$ cat src/gesa_pkg.sv
// constants, types and field layout of the exception status aggregator
// Function
// - state code tracks current supervisor state
// - summary bit 7 always reads one
// - summary bits: alarms 0-2, warnings 4-6
// - summary flag is OR of group bytes
// - detail bit one while condition present
// - unsupported detail bits always read zero
// - alarm and warning common and maker bitmaps share bit positions
// - each group gives size then bytes
// - common group size two, two bytes
// - common memory and supply fault bit positions
// - unassigned common bits read zero
// - device alarm group size reads six
// - device alarm diaphragm and electronics bits
// - maker alarm size one, serial bit 0
// - enables default on, off clears bits
// - device warning group size seven, layout
package gesa_pkg;

  ////////////////////////////////////////////////////////////////////////////
  // supervisor states
  typedef enum logic [2:0] {
    GESA_UNDEFINED     = 3'h0,
    GESA_SELF_TESTING  = 3'h1,
    GESA_IDLE          = 3'h2,
    GESA_SELF_TEST_EXC = 3'h3,
    GESA_EXECUTING     = 3'h4,
    GESA_ABORT         = 3'h5,
    GESA_CRITICAL      = 3'h6
  } gesa_state_t;

  ////////////////////////////////////////////////////////////////////////////
  // summary byte field positions
  localparam int GESA_SUM_ALM_COMMON  = 0;
  localparam int GESA_SUM_ALM_DEVICE  = 1;
  localparam int GESA_SUM_ALM_MAKER   = 2;
  localparam int GESA_SUM_RESERVED    = 3;
  localparam int GESA_SUM_WRN_COMMON  = 4;
  localparam int GESA_SUM_WRN_DEVICE  = 5;
  localparam int GESA_SUM_WRN_MAKER   = 6;
  localparam int GESA_SUM_EXPANDED    = 7;

  // group sizes
  localparam logic [7:0] GESA_COMMON_SIZE     = 8'h02;
  localparam logic [7:0] GESA_DEV_ALARM_SIZE  = 8'h06;
  localparam logic [7:0] GESA_DEV_WARN_SIZE   = 8'h07;
  localparam logic [7:0] GESA_MAKER_SIZE      = 8'h01;
  localparam int         GESA_COMMON_BYTES    = 2;
  localparam int         GESA_DEV_ALARM_BYTES = 6;
  localparam int         GESA_DEV_WARN_BYTES  = 7;

  // common detail bit positions
  localparam int GESA_BIT_CODE_MEM  = 2;
  localparam int GESA_BIT_NV_MEM    = 3;
  localparam int GESA_BIT_DATA_MEM  = 4;
  localparam int GESA_BIT_SUPPLY    = 3;

  // device and maker detail bit positions
  localparam int GESA_BIT_DIAPHRAGM   = 0;
  localparam int GESA_BIT_ELECTRONICS = 1;
  localparam int GESA_BIT_READ_INVAL  = 0;
  localparam int GESA_BIT_OVERRANGE   = 1;
  localparam int GESA_BIT_UNDERRANGE  = 2;
  localparam int GESA_BIT_DEGAS_HIGH  = 3;
  localparam int GESA_BIT_SERIAL      = 0;

  // reset values
  localparam logic [7:0] GESA_BYTE_RESET   = 8'h00;
  localparam logic       GESA_ENABLE_RESET = 1'b1;
  localparam logic [7:0] GESA_SUM_RESET    = 8'h80;

  ////////////////////////////////////////////////////////////////////////////
  // condition inputs
  typedef struct packed {
    logic code_memory_fault;
    logic nonvolatile_memory_fault;
    logic data_memory_fault;
    logic supply_input_fault;
  } gesa_common_cond_t;

  typedef struct packed {
    gesa_common_cond_t common;
    logic              diaphragm_failure;
    logic [2:0]        electronics_failure;
    logic              serial_comm_alarm;
  } gesa_alarm_cond_t;

  typedef struct packed {
    gesa_common_cond_t common;
    logic              reading_valid;
    logic              overrange;
    logic              underrange;
    logic [1:0]        electronics_warning;
    logic              degas_pressure_high;
    logic              serial_comm_warning;
  } gesa_warning_cond_t;

  // reported detail attributes
  typedef struct packed {
    logic [7:0]                           common_size;
    logic [7:0]                           common_detail_byte0;
    logic [7:0]                           common_detail_byte1;
    logic [7:0]                           device_size;
    logic [GESA_DEV_ALARM_BYTES-1:0][7:0] device_detail;
    logic [7:0]                           maker_size;
    logic [7:0]                           maker_alarm_detail;
  } gesa_alarm_report_t;

  typedef struct packed {
    logic [7:0]                          common_size;
    logic [7:0]                          common_detail_byte0;
    logic [7:0]                          common_detail_byte1;
    logic [7:0]                          device_size;
    logic [GESA_DEV_WARN_BYTES-1:0][7:0] device_detail;
    logic [7:0]                          maker_size;
    logic [7:0]                          maker_warning_detail;
  } gesa_warning_report_t;

  // supervisor requests
  typedef struct packed {
    logic self_test_pass;
    logic self_test_fail;
    logic start;
    logic stop;
    logic abort;
    logic recover;
    logic reset;
    logic critical_fault;
  } gesa_req_t;

endpackage : gesa_pkg

$ cat src/gesa_or_reduce.sv
// or-reduction of one detail group into a summary flag
module gesa_or_reduce #(
  parameter int NBYTES = 1
) (
  input  wire logic [NBYTES-1:0][7:0] detail,
  output wire logic                   flag
);

  assign flag = |detail;

endmodule : gesa_or_reduce

$ cat src/gesa_aggregator.sv
// supervisor state code and exception status aggregation
module gesa_aggregator (
  input  wire logic                          clock,
  input  wire logic                          rst_n,
  input  wire gesa_pkg::gesa_req_t           req,
  input  wire gesa_pkg::gesa_alarm_cond_t    alarm_cond,
  input  wire gesa_pkg::gesa_warning_cond_t  warning_cond,
  input  wire logic                          alarm_enable_wr,
  input  wire logic                          warning_enable_wr,
  input  wire logic                          enable_wdata,
  output gesa_pkg::gesa_state_t              state,
  output logic [7:0]                         supervisor_state_code,
  output logic [7:0]                         exception_summary,
  output gesa_pkg::gesa_alarm_report_t       alarm_report,
  output gesa_pkg::gesa_warning_report_t     warning_report,
  output logic                               alarm_enable,
  output logic                               warning_enable
);

  ////////////////////////////////////////////////////////////////////////////
  // helpers

  // condition qualified by its enable
  function automatic logic gate(input logic en, input logic cond);
    gate = en & cond;
  endfunction : gate

  // one detail byte with a single supported bit
  function automatic logic [7:0] one_bit(input int pos, input logic val);
    logic [7:0] b;
    b      = 8'h00;
    b[pos] = val;
    one_bit = b;
  endfunction : one_bit

  // supervisor state as the eight-bit code that the master reads
  function automatic logic [7:0] state_code(input gesa_pkg::gesa_state_t s);
    state_code = {5'h00, s};
  endfunction : state_code

  ////////////////////////////////////////////////////////////////////////////
  // supervisor state machine

  gesa_pkg::gesa_state_t next_state;
  logic [7:0]            next_supervisor_state_code;

  always_comb begin
    next_state = state;
    unique case (state)
      gesa_pkg::GESA_UNDEFINED: begin
        next_state = gesa_pkg::GESA_SELF_TESTING;
      end
      gesa_pkg::GESA_SELF_TESTING: begin
        if (req.self_test_fail) begin
          next_state = gesa_pkg::GESA_SELF_TEST_EXC;
        end else if (req.self_test_pass) begin
          next_state = gesa_pkg::GESA_IDLE;
        end
      end
      gesa_pkg::GESA_IDLE: begin
        if (req.abort) begin
          next_state = gesa_pkg::GESA_ABORT;
        end else if (req.start) begin
          next_state = gesa_pkg::GESA_EXECUTING;
        end
      end
      gesa_pkg::GESA_SELF_TEST_EXC: begin
        // only a reset request or a critical fault leaves the exception state
        next_state = gesa_pkg::GESA_SELF_TEST_EXC;
      end
      gesa_pkg::GESA_EXECUTING: begin
        if (req.abort) begin
          next_state = gesa_pkg::GESA_ABORT;
        end else if (req.stop) begin
          next_state = gesa_pkg::GESA_IDLE;
        end
      end
      gesa_pkg::GESA_ABORT: begin
        if (req.recover) begin
          next_state = gesa_pkg::GESA_IDLE;
        end
      end
      gesa_pkg::GESA_CRITICAL: begin
        // no request leaves critical fault
        next_state = gesa_pkg::GESA_CRITICAL;
      end
      default: begin
        next_state = gesa_pkg::GESA_UNDEFINED;
      end
    endcase
    // reset restarts self test from every state but critical fault
    if (req.reset && state != gesa_pkg::GESA_CRITICAL) begin
      next_state = gesa_pkg::GESA_SELF_TESTING;
    end
    // a critical fault overrides every other request, reset included
    if (req.critical_fault) begin
      next_state = gesa_pkg::GESA_CRITICAL;
    end
    next_supervisor_state_code = supervisor_state_code;
    if (next_state != state) begin
      next_supervisor_state_code = state_code(next_state);
    end
  end

  always_ff @(posedge clock) begin
    if (!rst_n) begin
      state                 <= gesa_pkg::GESA_SELF_TESTING;
      supervisor_state_code <= state_code(gesa_pkg::GESA_SELF_TESTING);
    end else begin
      state                 <= next_state;
      supervisor_state_code <= next_supervisor_state_code;
    end
  end

  ////////////////////////////////////////////////////////////////////////////
  // alarm and warning enables
  // a write takes effect at the edge, the gated details one edge later

  logic next_alarm_enable;
  logic next_warning_enable;

  always_comb begin
    next_alarm_enable   = alarm_enable;
    next_warning_enable = warning_enable;
    if (alarm_enable_wr) begin
      next_alarm_enable = enable_wdata;
    end
    if (warning_enable_wr) begin
      next_warning_enable = enable_wdata;
    end
  end

  always_ff @(posedge clock) begin
    if (!rst_n) begin
      alarm_enable   <= gesa_pkg::GESA_ENABLE_RESET;
      warning_enable <= gesa_pkg::GESA_ENABLE_RESET;
    end else begin
      alarm_enable   <= next_alarm_enable;
      warning_enable <= next_warning_enable;
    end
  end

  ////////////////////////////////////////////////////////////////////////////
  // detail assembly, live every cycle, no latching

  gesa_pkg::gesa_alarm_report_t   next_alarm_report;
  gesa_pkg::gesa_warning_report_t next_warning_report;
  logic                           ae;
  logic                           we;

  assign ae = alarm_enable;
  assign we = warning_enable;

  always_comb begin
    next_alarm_report = '0;
    // sizes stay visible while the group is disabled
    next_alarm_report.common_size = gesa_pkg::GESA_COMMON_SIZE;
    next_alarm_report.common_detail_byte0[gesa_pkg::GESA_BIT_CODE_MEM] =
      gate(ae, alarm_cond.common.code_memory_fault);
    next_alarm_report.common_detail_byte0[gesa_pkg::GESA_BIT_NV_MEM] =
      gate(ae, alarm_cond.common.nonvolatile_memory_fault);
    next_alarm_report.common_detail_byte0[gesa_pkg::GESA_BIT_DATA_MEM] =
      gate(ae, alarm_cond.common.data_memory_fault);
    next_alarm_report.common_detail_byte1[gesa_pkg::GESA_BIT_SUPPLY] =
      gate(ae, alarm_cond.common.supply_input_fault);
    next_alarm_report.device_size = gesa_pkg::GESA_DEV_ALARM_SIZE;
    next_alarm_report.device_detail[0] = one_bit(
      gesa_pkg::GESA_BIT_DIAPHRAGM,
      gate(ae, alarm_cond.diaphragm_failure));
    // electronics failure sits in the second byte of each sensor pair
    for (int s = 0; s < 3; s++) begin
      next_alarm_report.device_detail[2*s+1] = one_bit(
        gesa_pkg::GESA_BIT_ELECTRONICS,
        gate(ae, alarm_cond.electronics_failure[s]));
    end
    next_alarm_report.maker_size = gesa_pkg::GESA_MAKER_SIZE;
    next_alarm_report.maker_alarm_detail = one_bit(
      gesa_pkg::GESA_BIT_SERIAL,
      gate(ae, alarm_cond.serial_comm_alarm));
  end

  always_comb begin
    next_warning_report = '0;
    // sizes stay visible while the group is disabled
    next_warning_report.common_size = gesa_pkg::GESA_COMMON_SIZE;
    // common bits sit at the same places as for alarms
    next_warning_report.common_detail_byte0[gesa_pkg::GESA_BIT_CODE_MEM] =
      gate(we, warning_cond.common.code_memory_fault);
    next_warning_report.common_detail_byte0[gesa_pkg::GESA_BIT_NV_MEM] =
      gate(we, warning_cond.common.nonvolatile_memory_fault);
    next_warning_report.common_detail_byte0[gesa_pkg::GESA_BIT_DATA_MEM] =
      gate(we, warning_cond.common.data_memory_fault);
    next_warning_report.common_detail_byte1[gesa_pkg::GESA_BIT_SUPPLY] =
      gate(we, warning_cond.common.supply_input_fault);
    next_warning_report.device_size = gesa_pkg::GESA_DEV_WARN_SIZE;
    next_warning_report.device_detail[0][gesa_pkg::GESA_BIT_READ_INVAL] =
      gate(we, ~warning_cond.reading_valid);
    next_warning_report.device_detail[0][gesa_pkg::GESA_BIT_OVERRANGE] =
      gate(we, warning_cond.overrange);
    next_warning_report.device_detail[0][gesa_pkg::GESA_BIT_UNDERRANGE] =
      gate(we, warning_cond.underrange);
    for (int s = 0; s < 2; s++) begin
      next_warning_report.device_detail[2*s+2] = one_bit(
        gesa_pkg::GESA_BIT_ELECTRONICS,
        gate(we, warning_cond.electronics_warning[s]));
    end
    next_warning_report.device_detail[6] = one_bit(
      gesa_pkg::GESA_BIT_DEGAS_HIGH,
      gate(we, warning_cond.degas_pressure_high));
    next_warning_report.maker_size = gesa_pkg::GESA_MAKER_SIZE;
    next_warning_report.maker_warning_detail = one_bit(
      gesa_pkg::GESA_BIT_SERIAL,
      gate(we, warning_cond.serial_comm_warning));
  end

  ////////////////////////////////////////////////////////////////////////////
  // group summaries

  logic alm_common_flag;
  logic alm_device_flag;
  logic alm_maker_flag;
  logic wrn_common_flag;
  logic wrn_device_flag;
  logic wrn_maker_flag;

  gesa_or_reduce #(
    .NBYTES (gesa_pkg::GESA_COMMON_BYTES)
  ) u_alm_common (
    .detail ({next_alarm_report.common_detail_byte1,
              next_alarm_report.common_detail_byte0}),
    .flag   (alm_common_flag)
  );

  gesa_or_reduce #(
    .NBYTES (gesa_pkg::GESA_DEV_ALARM_BYTES)
  ) u_alm_device (
    .detail (next_alarm_report.device_detail),
    .flag   (alm_device_flag)
  );

  gesa_or_reduce #(
    .NBYTES (1)
  ) u_alm_maker (
    .detail (next_alarm_report.maker_alarm_detail),
    .flag   (alm_maker_flag)
  );

  gesa_or_reduce #(
    .NBYTES (gesa_pkg::GESA_COMMON_BYTES)
  ) u_wrn_common (
    .detail ({next_warning_report.common_detail_byte1,
              next_warning_report.common_detail_byte0}),
    .flag   (wrn_common_flag)
  );

  gesa_or_reduce #(
    .NBYTES (gesa_pkg::GESA_DEV_WARN_BYTES)
  ) u_wrn_device (
    .detail (next_warning_report.device_detail),
    .flag   (wrn_device_flag)
  );

  gesa_or_reduce #(
    .NBYTES (1)
  ) u_wrn_maker (
    .detail (next_warning_report.maker_warning_detail),
    .flag   (wrn_maker_flag)
  );

  // flags come from the next details so summary and details turn together
  logic [7:0] next_exception_summary;

  always_comb begin
    next_exception_summary = 8'h00;
    next_exception_summary[gesa_pkg::GESA_SUM_ALM_COMMON] =
      alm_common_flag;
    next_exception_summary[gesa_pkg::GESA_SUM_ALM_DEVICE] =
      alm_device_flag;
    next_exception_summary[gesa_pkg::GESA_SUM_ALM_MAKER] =
      alm_maker_flag;
    next_exception_summary[gesa_pkg::GESA_SUM_RESERVED] = 1'b0;
    next_exception_summary[gesa_pkg::GESA_SUM_WRN_COMMON] =
      wrn_common_flag;
    next_exception_summary[gesa_pkg::GESA_SUM_WRN_DEVICE] =
      wrn_device_flag;
    next_exception_summary[gesa_pkg::GESA_SUM_WRN_MAKER] =
      wrn_maker_flag;
    next_exception_summary[gesa_pkg::GESA_SUM_EXPANDED] = 1'b1;
  end

  ////////////////////////////////////////////////////////////////////////////
  // report registers, refreshed every cycle
  // reports clear under reset, sizes included, summary keeps its top bit

  always_ff @(posedge clock) begin
    if (!rst_n) begin
      alarm_report      <= '0;
      warning_report    <= '0;
      exception_summary <= gesa_pkg::GESA_SUM_RESET;
    end else begin
      alarm_report      <= next_alarm_report;
      warning_report    <= next_warning_report;
      exception_summary <= next_exception_summary;
    end
  end

endmodule : gesa_aggregator

$ cat config.mk
export PLATFORM = sky130hd
export DESIGN_NAME = gesa_aggregator
export DESIGN_NICKNAME = d
export VERILOG_FILES = /design/src/gesa_pkg.sv /design/src/gesa_or_reduce.sv /design/src/gesa_aggregator.sv
export SDC_FILE = /design/constraint.sdc
export NUM_CORES = 1
export LEC_CHECK = 0
export BUFFER_PORTS_ARGS = -buffer_cell sky130_fd_sc_hd__buf_2
export CAP_MARGIN = 15
export CORE_ASPECT_RATIO = 0.6
export CORE_MARGIN = 2
export CORE_UTILIZATION = 33
export DETAILED_ROUTE_END_ITERATION = 8
export GPL_TIMING_DRIVEN = 0
export PLACE_DENSITY = 0.76
export SLEW_MARGIN = 20
export SYNTH_ARGS = -nofsm -noshare
export SYNTH_HDL_FRONTEND = slang
export SYNTH_SLANG_ARGS = --single-unit
$ cat constraint.sdc
create_clock -name clock -period 1.8 [get_ports clock]
set_input_delay 0.54 -clock clock [delete_from_list [all_inputs] [get_ports clock]]
set_output_delay 0.54 -clock clock [all_outputs]
set_load 0.005 [all_outputs]
* Yosys cells after proc, flatten, opt, wreduce, memory -nomap -nowiden *
Cells that the tools add are included.

word-level totals
  flip-flop bits (word level) = 216
  bits of input ports = 33
  logic and storage cells = 92

operators by class
  equality and inequality tests = 8
  multiplexer cells = 12
  bitwise operators = 21
  reductions and logical operators = 6

operator list
  operator                                              number
  two-way mux 98 bit                                    1
  two-way mux 90 bit                                    1
  two-way mux 3 bit                                     9
  one-hot mux 3 bit (7 select lines)                    1
  bitwise AND 1 bit                                     20
  OR reduction 4 bit                                    3
  equality test 3 bit (second input constant)           3
  equality test 3 x 2 -> 1 bit (second input constant)  2
  OR reduction 6 bit                                    1
  equality test 3 x 1 -> 1 bit (second input constant)  1
  zero test 3 bit                                       1
  != test 3 bit                                         1
  != test 3 bit (second input constant)                 1
  logical AND 1 bit                                     1
  inverter 1 bit                                        1

* Depth between registers and ports, before layout *
  depth after elaboration = 6
  depth in mapped cells = 7
  gate-level depth less buffers = 6

* Cells and area by module *
Synthesis repeated with hierarchy kept, for this count alone.

second synthesis, totals
  cells, all modules = 394
  area total of the unflattened synthesis = 3216.8 um^2

by module, submodules not included
  module                              times used  cells each  area each (um^2)  sequential area each (um^2)
  gesa_aggregator                     1           343         2891.5            700.7
  gesa_or_reduce at u_wrn_device      1           19          123.9             0.0
  gesa_or_reduce at u_alm_device      1           16          106.4             0.0
  gesa_or_reduce at u_alm_common ...  2           5           31.3              0.0
  gesa_or_reduce at u_alm_maker ...   2           3           16.3              0.0

* Least setup slack after synthesis *
OpenSTA, ideal clock, no wires.

  path kind = input to register
  from = input req[7] (netlist bit)
  to = register supervisor_state_code[1]
  data arrival time = 1.709 ns
  data required time = 1.683 ns
  setup slack = -0.025 ns
  cell stages on the path = 6
  path through = or2_2 -> a211oi_2 -> a31oi_1 -> o21a_1 -> a41o_1 -> a22o_1

on the way
  cells in the longest elaborated chain, start to end = 6

RTL lines
  what                                  line                    RTL
  from (decl)                           gesa_aggregator.sv:5    input wire gesa_pkg::gesa_req_t req,
  two-way mux 3 bit *                   gesa_aggregator.sv:56   end else if (req.self_test_pass) begin
  two-way mux 3 bit *                   gesa_aggregator.sv:54   if (req.self_test_fail) begin
  one-hot mux 3 bit (7 select lines) *  gesa_aggregator.sv:49   unique case (state)
  two-way mux 3 bit *                   gesa_aggregator.sv:92   if (req.reset && state != gesa_pkg::GESA_CRITICAL) begin
  two-way mux 3 bit *                   gesa_aggregator.sv:96   if (req.critical_fault) begin
  != test 3 bit                         gesa_aggregator.sv:100  if (next_state != state) begin
  to (signal assigned)                  gesa_aggregator.sv:108  supervisor_state_code <= state_code(gesa_pkg::GESA_SELF_TESTING);
  to (signal assigned)                  gesa_aggregator.sv:111  supervisor_state_code <= next_supervisor_state_code;
  to (decl)                             gesa_aggregator.sv:12   output logic [7:0] supervisor_state_code,

Every way passes the cells marked *; elsewhere a longest branch is shown, timed or not.
A chain may end at the register's enable or synchronous reset.

* Worst setup path after layout *
  from = register state[0]
  to = register supervisor_state_code[1]

on the way
  cells in the longest elaborated chain, start to end = 6
  elaborated cells between the ends (all ways) = 20
  those cells by class = eq/ne: 8; mux: 10; reduce/logical: 2

RTL lines
  what                                  line                                                                 RTL
  from (decl)                           gesa_aggregator.sv:11                                                output gesa_pkg::gesa_state_t state,
  from (signal assigned)                gesa_aggregator.sv:107                                               state <= gesa_pkg::GESA_SELF_TESTING;
  from (signal assigned)                gesa_aggregator.sv:110                                               state <= next_state;
  two-way mux 3 bit (on tied branches)  gesa_aggregator.sv:74, gesa_aggregator.sv:56, gesa_aggregator.sv:63
  two-way mux 3 bit (on tied branches)  gesa_aggregator.sv:72, gesa_aggregator.sv:54, gesa_aggregator.sv:61
  one-hot mux 3 bit (7 select lines)    gesa_aggregator.sv:49
  two-way mux 3 bit                     gesa_aggregator.sv:92
  two-way mux 3 bit                     gesa_aggregator.sv:96
  != test 3 bit                         gesa_aggregator.sv:100

Parallel ways exist; a longest one is shown, timed or not.

==> reports/metrics.csv <==
stage,metric,value,unit
global_route,first-pass GRT wire length,8797,µm
critical_path,number of cells on the critical path,7,
cts,Worst-path clk slew,0.05,ns
critical_path,R2R depth,7,
floorplanning,core area,0.007976,mm²
layout,antenna cells,0,
logic_synthesis,cells after synthesis,329,
critical_path,Crit Reg-Reg Endpoint,supervisor_state_code[1],
floorplanning,Die W,121.8,µm
critical_path,CP max stage cell,dfxtp_4,
worst_hold_path,WHS Path Cells,1,
critical_path,CP startpoint,state[0],
detailed_routing,via count,2367,
logic_synthesis,Synth Flop Type,dfxtp_1,
critical_path,Max stage delay on crit path,0.36,ns
layout,Final Cell Area,0.004225,mm²
detailed_routing,vias per cell,3.372,
layout,share of layout cells above drive strength 1,50.51,%
sta,total negative slack,0,ns
floorplanning,I/O pin count,254,
layout,Area Overhead vs Synth,53.71,%
worst_hold_path,hold path start,rst_n,
place,port bufs,75,
sta,minimum clock period,1.780,ns
sta,final setup vio count,0,
logic_synthesis,"Warnings, synthesis",0,
critical_path,CP max FO,10,
detailed_routing,number of detailed-route iterations in the first pass,4,
sta,period utilization,98.92,%
logic_synthesis,synthesized area,0.002749,mm²
global_route,GRT Total Usage,12.16,%
global_route,total grt overflow,0,
outcome,status,completed,
cts,CTS tree,done,
sta,final max-slew violation count,0,
cts,Longest Clk Path Bufs,2,
detailed_routing,initial DRC count,46,
detailed_routing,Routed Wire Length,6556,µm
flow_run,max_cap viols,0,
cts,clock sinks,33,
cts,Root Buffer,clkbuf_16,
cts,H-tree Lvls,2,
layout,"Cell Count, Final, Fillers Out",702,
critical_path,critical path required time,1.96,ns
global_route,initial antenna violation count,0,
critical_path,Setup crit end,supervisor_state_code[1],
sta,final worst slack,0.01953,ns
place,dpl ws,-0.2587,ns
logic_synthesis,Post-Syn Area per Cell,8.355,µm²
floorplanning,row count,25,
pwr,VDD IR max,0.5910,mV
pwr,PD cells,598.8,mW/mm²
place,dpl cells,688,
critical_path,Critical Path Source Type,flop,
logic_synthesis,number of flops mapped to enable cells by yosys,0,
critical_path,crit path DAT,1.94,ns
detailed_routing,Remaining DRCs,0,
global_route,largest net degree at the start of global routing,11,
worst_hold_path,HP Class,input pin to flop,
sta,final hold vios,0,
logic_synthesis,register area share after synthesis,24.03,%
layout,"Core Util, Final",52.97,%
critical_path,reg-to-reg setup timing slack,0.02,ns
critical_path,Setup Crit Path Kind,flop to flop,
detailed_routing,Avg WL per Cell,9.339,µm
cts,Worst-Skew Late Latency,0.27,ns
critical_path,worst reg2reg path startpoint,state[0],
floorplanning,chip height,74.70,µm
logic_synthesis,post-synth cell types,45,
cts,number of CTS-inserted buffers,5,
logic_synthesis,ys async rst share,0,%
global_route,vias in the first global route,1863,
logic_synthesis,register bit count reported by yosys,33,
critical_path,crit path capture type,flop,
detailed_routing,Routed Antenna Nets,0,
layout,nets,626,
floorplanning,die area,0.009100,mm²
floorplanning,Initial Utilization,34.46,%
pwr,Pleak,2.639,nW
sta,clock skew after layout,0.001495,ns
place,total placed instance area,0.003923,mm²
critical_path,CP cell instances,buf_6 -> nor4b_2 -> a211oi_2 -> a21oi_2 -> nor3_2 -> a41o_1 -> a22o_1,
critical_path,"delay-heaviest family, CP",compound AO/OA/AOI/OAI gates,
place,Routability Congestion,0.8663,
place,Detail Placement HPWL,5646,µm
critical_path,WP buf/inv,1,
sta,FMAX,561.6,MHz
layout by cell type, fill, tap and decap left out, drive strengths merged, types with 2 or more instances in the layout:
cell type and count:
buf 270, conb 178, dfxtp 33, and3 18, clkbuf 15, nand2 9, nor2 9, nor3 6
nor4 5, a21oi 5, mux2i 3, inv 3, nand3 3, o21ai 3, a211oi 3, nor4b 2
a31oi 2, o21a 2, and2b 2, or2 2, and4b 2
flip-flops by register name, indices dropped and copies added (netlist names):
signal / count
state: 3
warning_report: 10
supervisor_state_code: 3
exception_summary: 6
alarm_report: 9
warning_enable: 1
alarm_enable: 1
synthesized netlist by cell type, drive strengths merged (2+ instances only):
cell	count	area share, %
nand2	9	1.2
inv	4	0.55
nor4	5	1.1
nor2	9	1.2
mux2i	3	1.1
nand3	3	0.55
clkbuf	6	0.82
a211oi	3	1.0
and3	18	4.1
a21oi	5	0.91
nor4b	2	0.86
o21a	2	0.55
o21ai	3	0.55
buf	191	52
dfxtp	33	24
conb	2	0.27
and2b	2	0.59
and4b	2	0.86
or2	2	0.46
a31oi	2	0.46
nor3	6	1.3
worst reg2reg max path: cells and delay by family (launching register included):
kind | cells | cell delay (ns)
buffers and inverters | 1 | 0.15
and+or+nand+nor | 2 | 0.40
AOI/OAI and AO/OA | 4 | 0.77
DFF | 1 | 0.36
stage by stage:
stage	power [W]	hold WS, ns
global placement	0.001484	0.4714
detailed placement	0.001495	0.4760
CTS	0.002504	0.3823
floorplan	0.001345	0.4796
finish	0.002530	0.3881
global route	0.002693	0.3890
layout make-up:
class / instances / area (µm²)
buffer: 197 / 1468
clock buffer: 7 / 142.6
multi-input combinational: 271 / 1324
clock inverter: 1 / 30.03
tap: 108 / 135.1
sequential: 33 / 669.4
timing repair buffer: 81 / 437.9
inverter: 4 / 18.77
fill: 746 / 3751
layer usage:
layer	part of all wire [%]	routed length, µm	vias up	GRT usage [%]
li1	-	-	1236	-
met1	39	2534	1024	14.51
met2	52	3418	103	21.17
met3	8.6	563	4	4.848
met4	0.61	40	0	2.427
met5	0	0	-	0
report_power, final:
group,switching [W],internal [W]
Sequential,0.0000292,0.000784
Combinational,0.000313,0.000421
Clock,0.000293,0.000691
Total,0.000635,0.00190
what timing repair did:
| item | 4_1_cts | 5_1_grt |
|---|---|---|
| setup endpoints to repair | 3 | 3 |
| pin swaps | 2 | 7 |
| hold buffers | 0 | 0 |
| buffers inserted | 1 | 5 |
| cloned | 0 | 1 |
| gates resized for setup | 5 | 14 |
logic make-up after synthesis:
kind of cell,share of synthesized area (%)
compound gates,6.327
simple gates,14.29
other cells,0.2732
buf+inv,53.57
flops,24.03
mux,1.502
worst min path at each step:
stage,end,slack [ns]
2_1_floorplan,supervisor_state_code[1],0.48
3_3_place_gp,supervisor_state_code[1],0.47
3_5_place_dp,supervisor_state_code[1],0.48
4_1_cts,alarm_report[65],0.38
5_1_grt,alarm_report[65],0.39
6_report,alarm_report[65],0.39
Note: power is estimated with default switching activity, not from simulation.
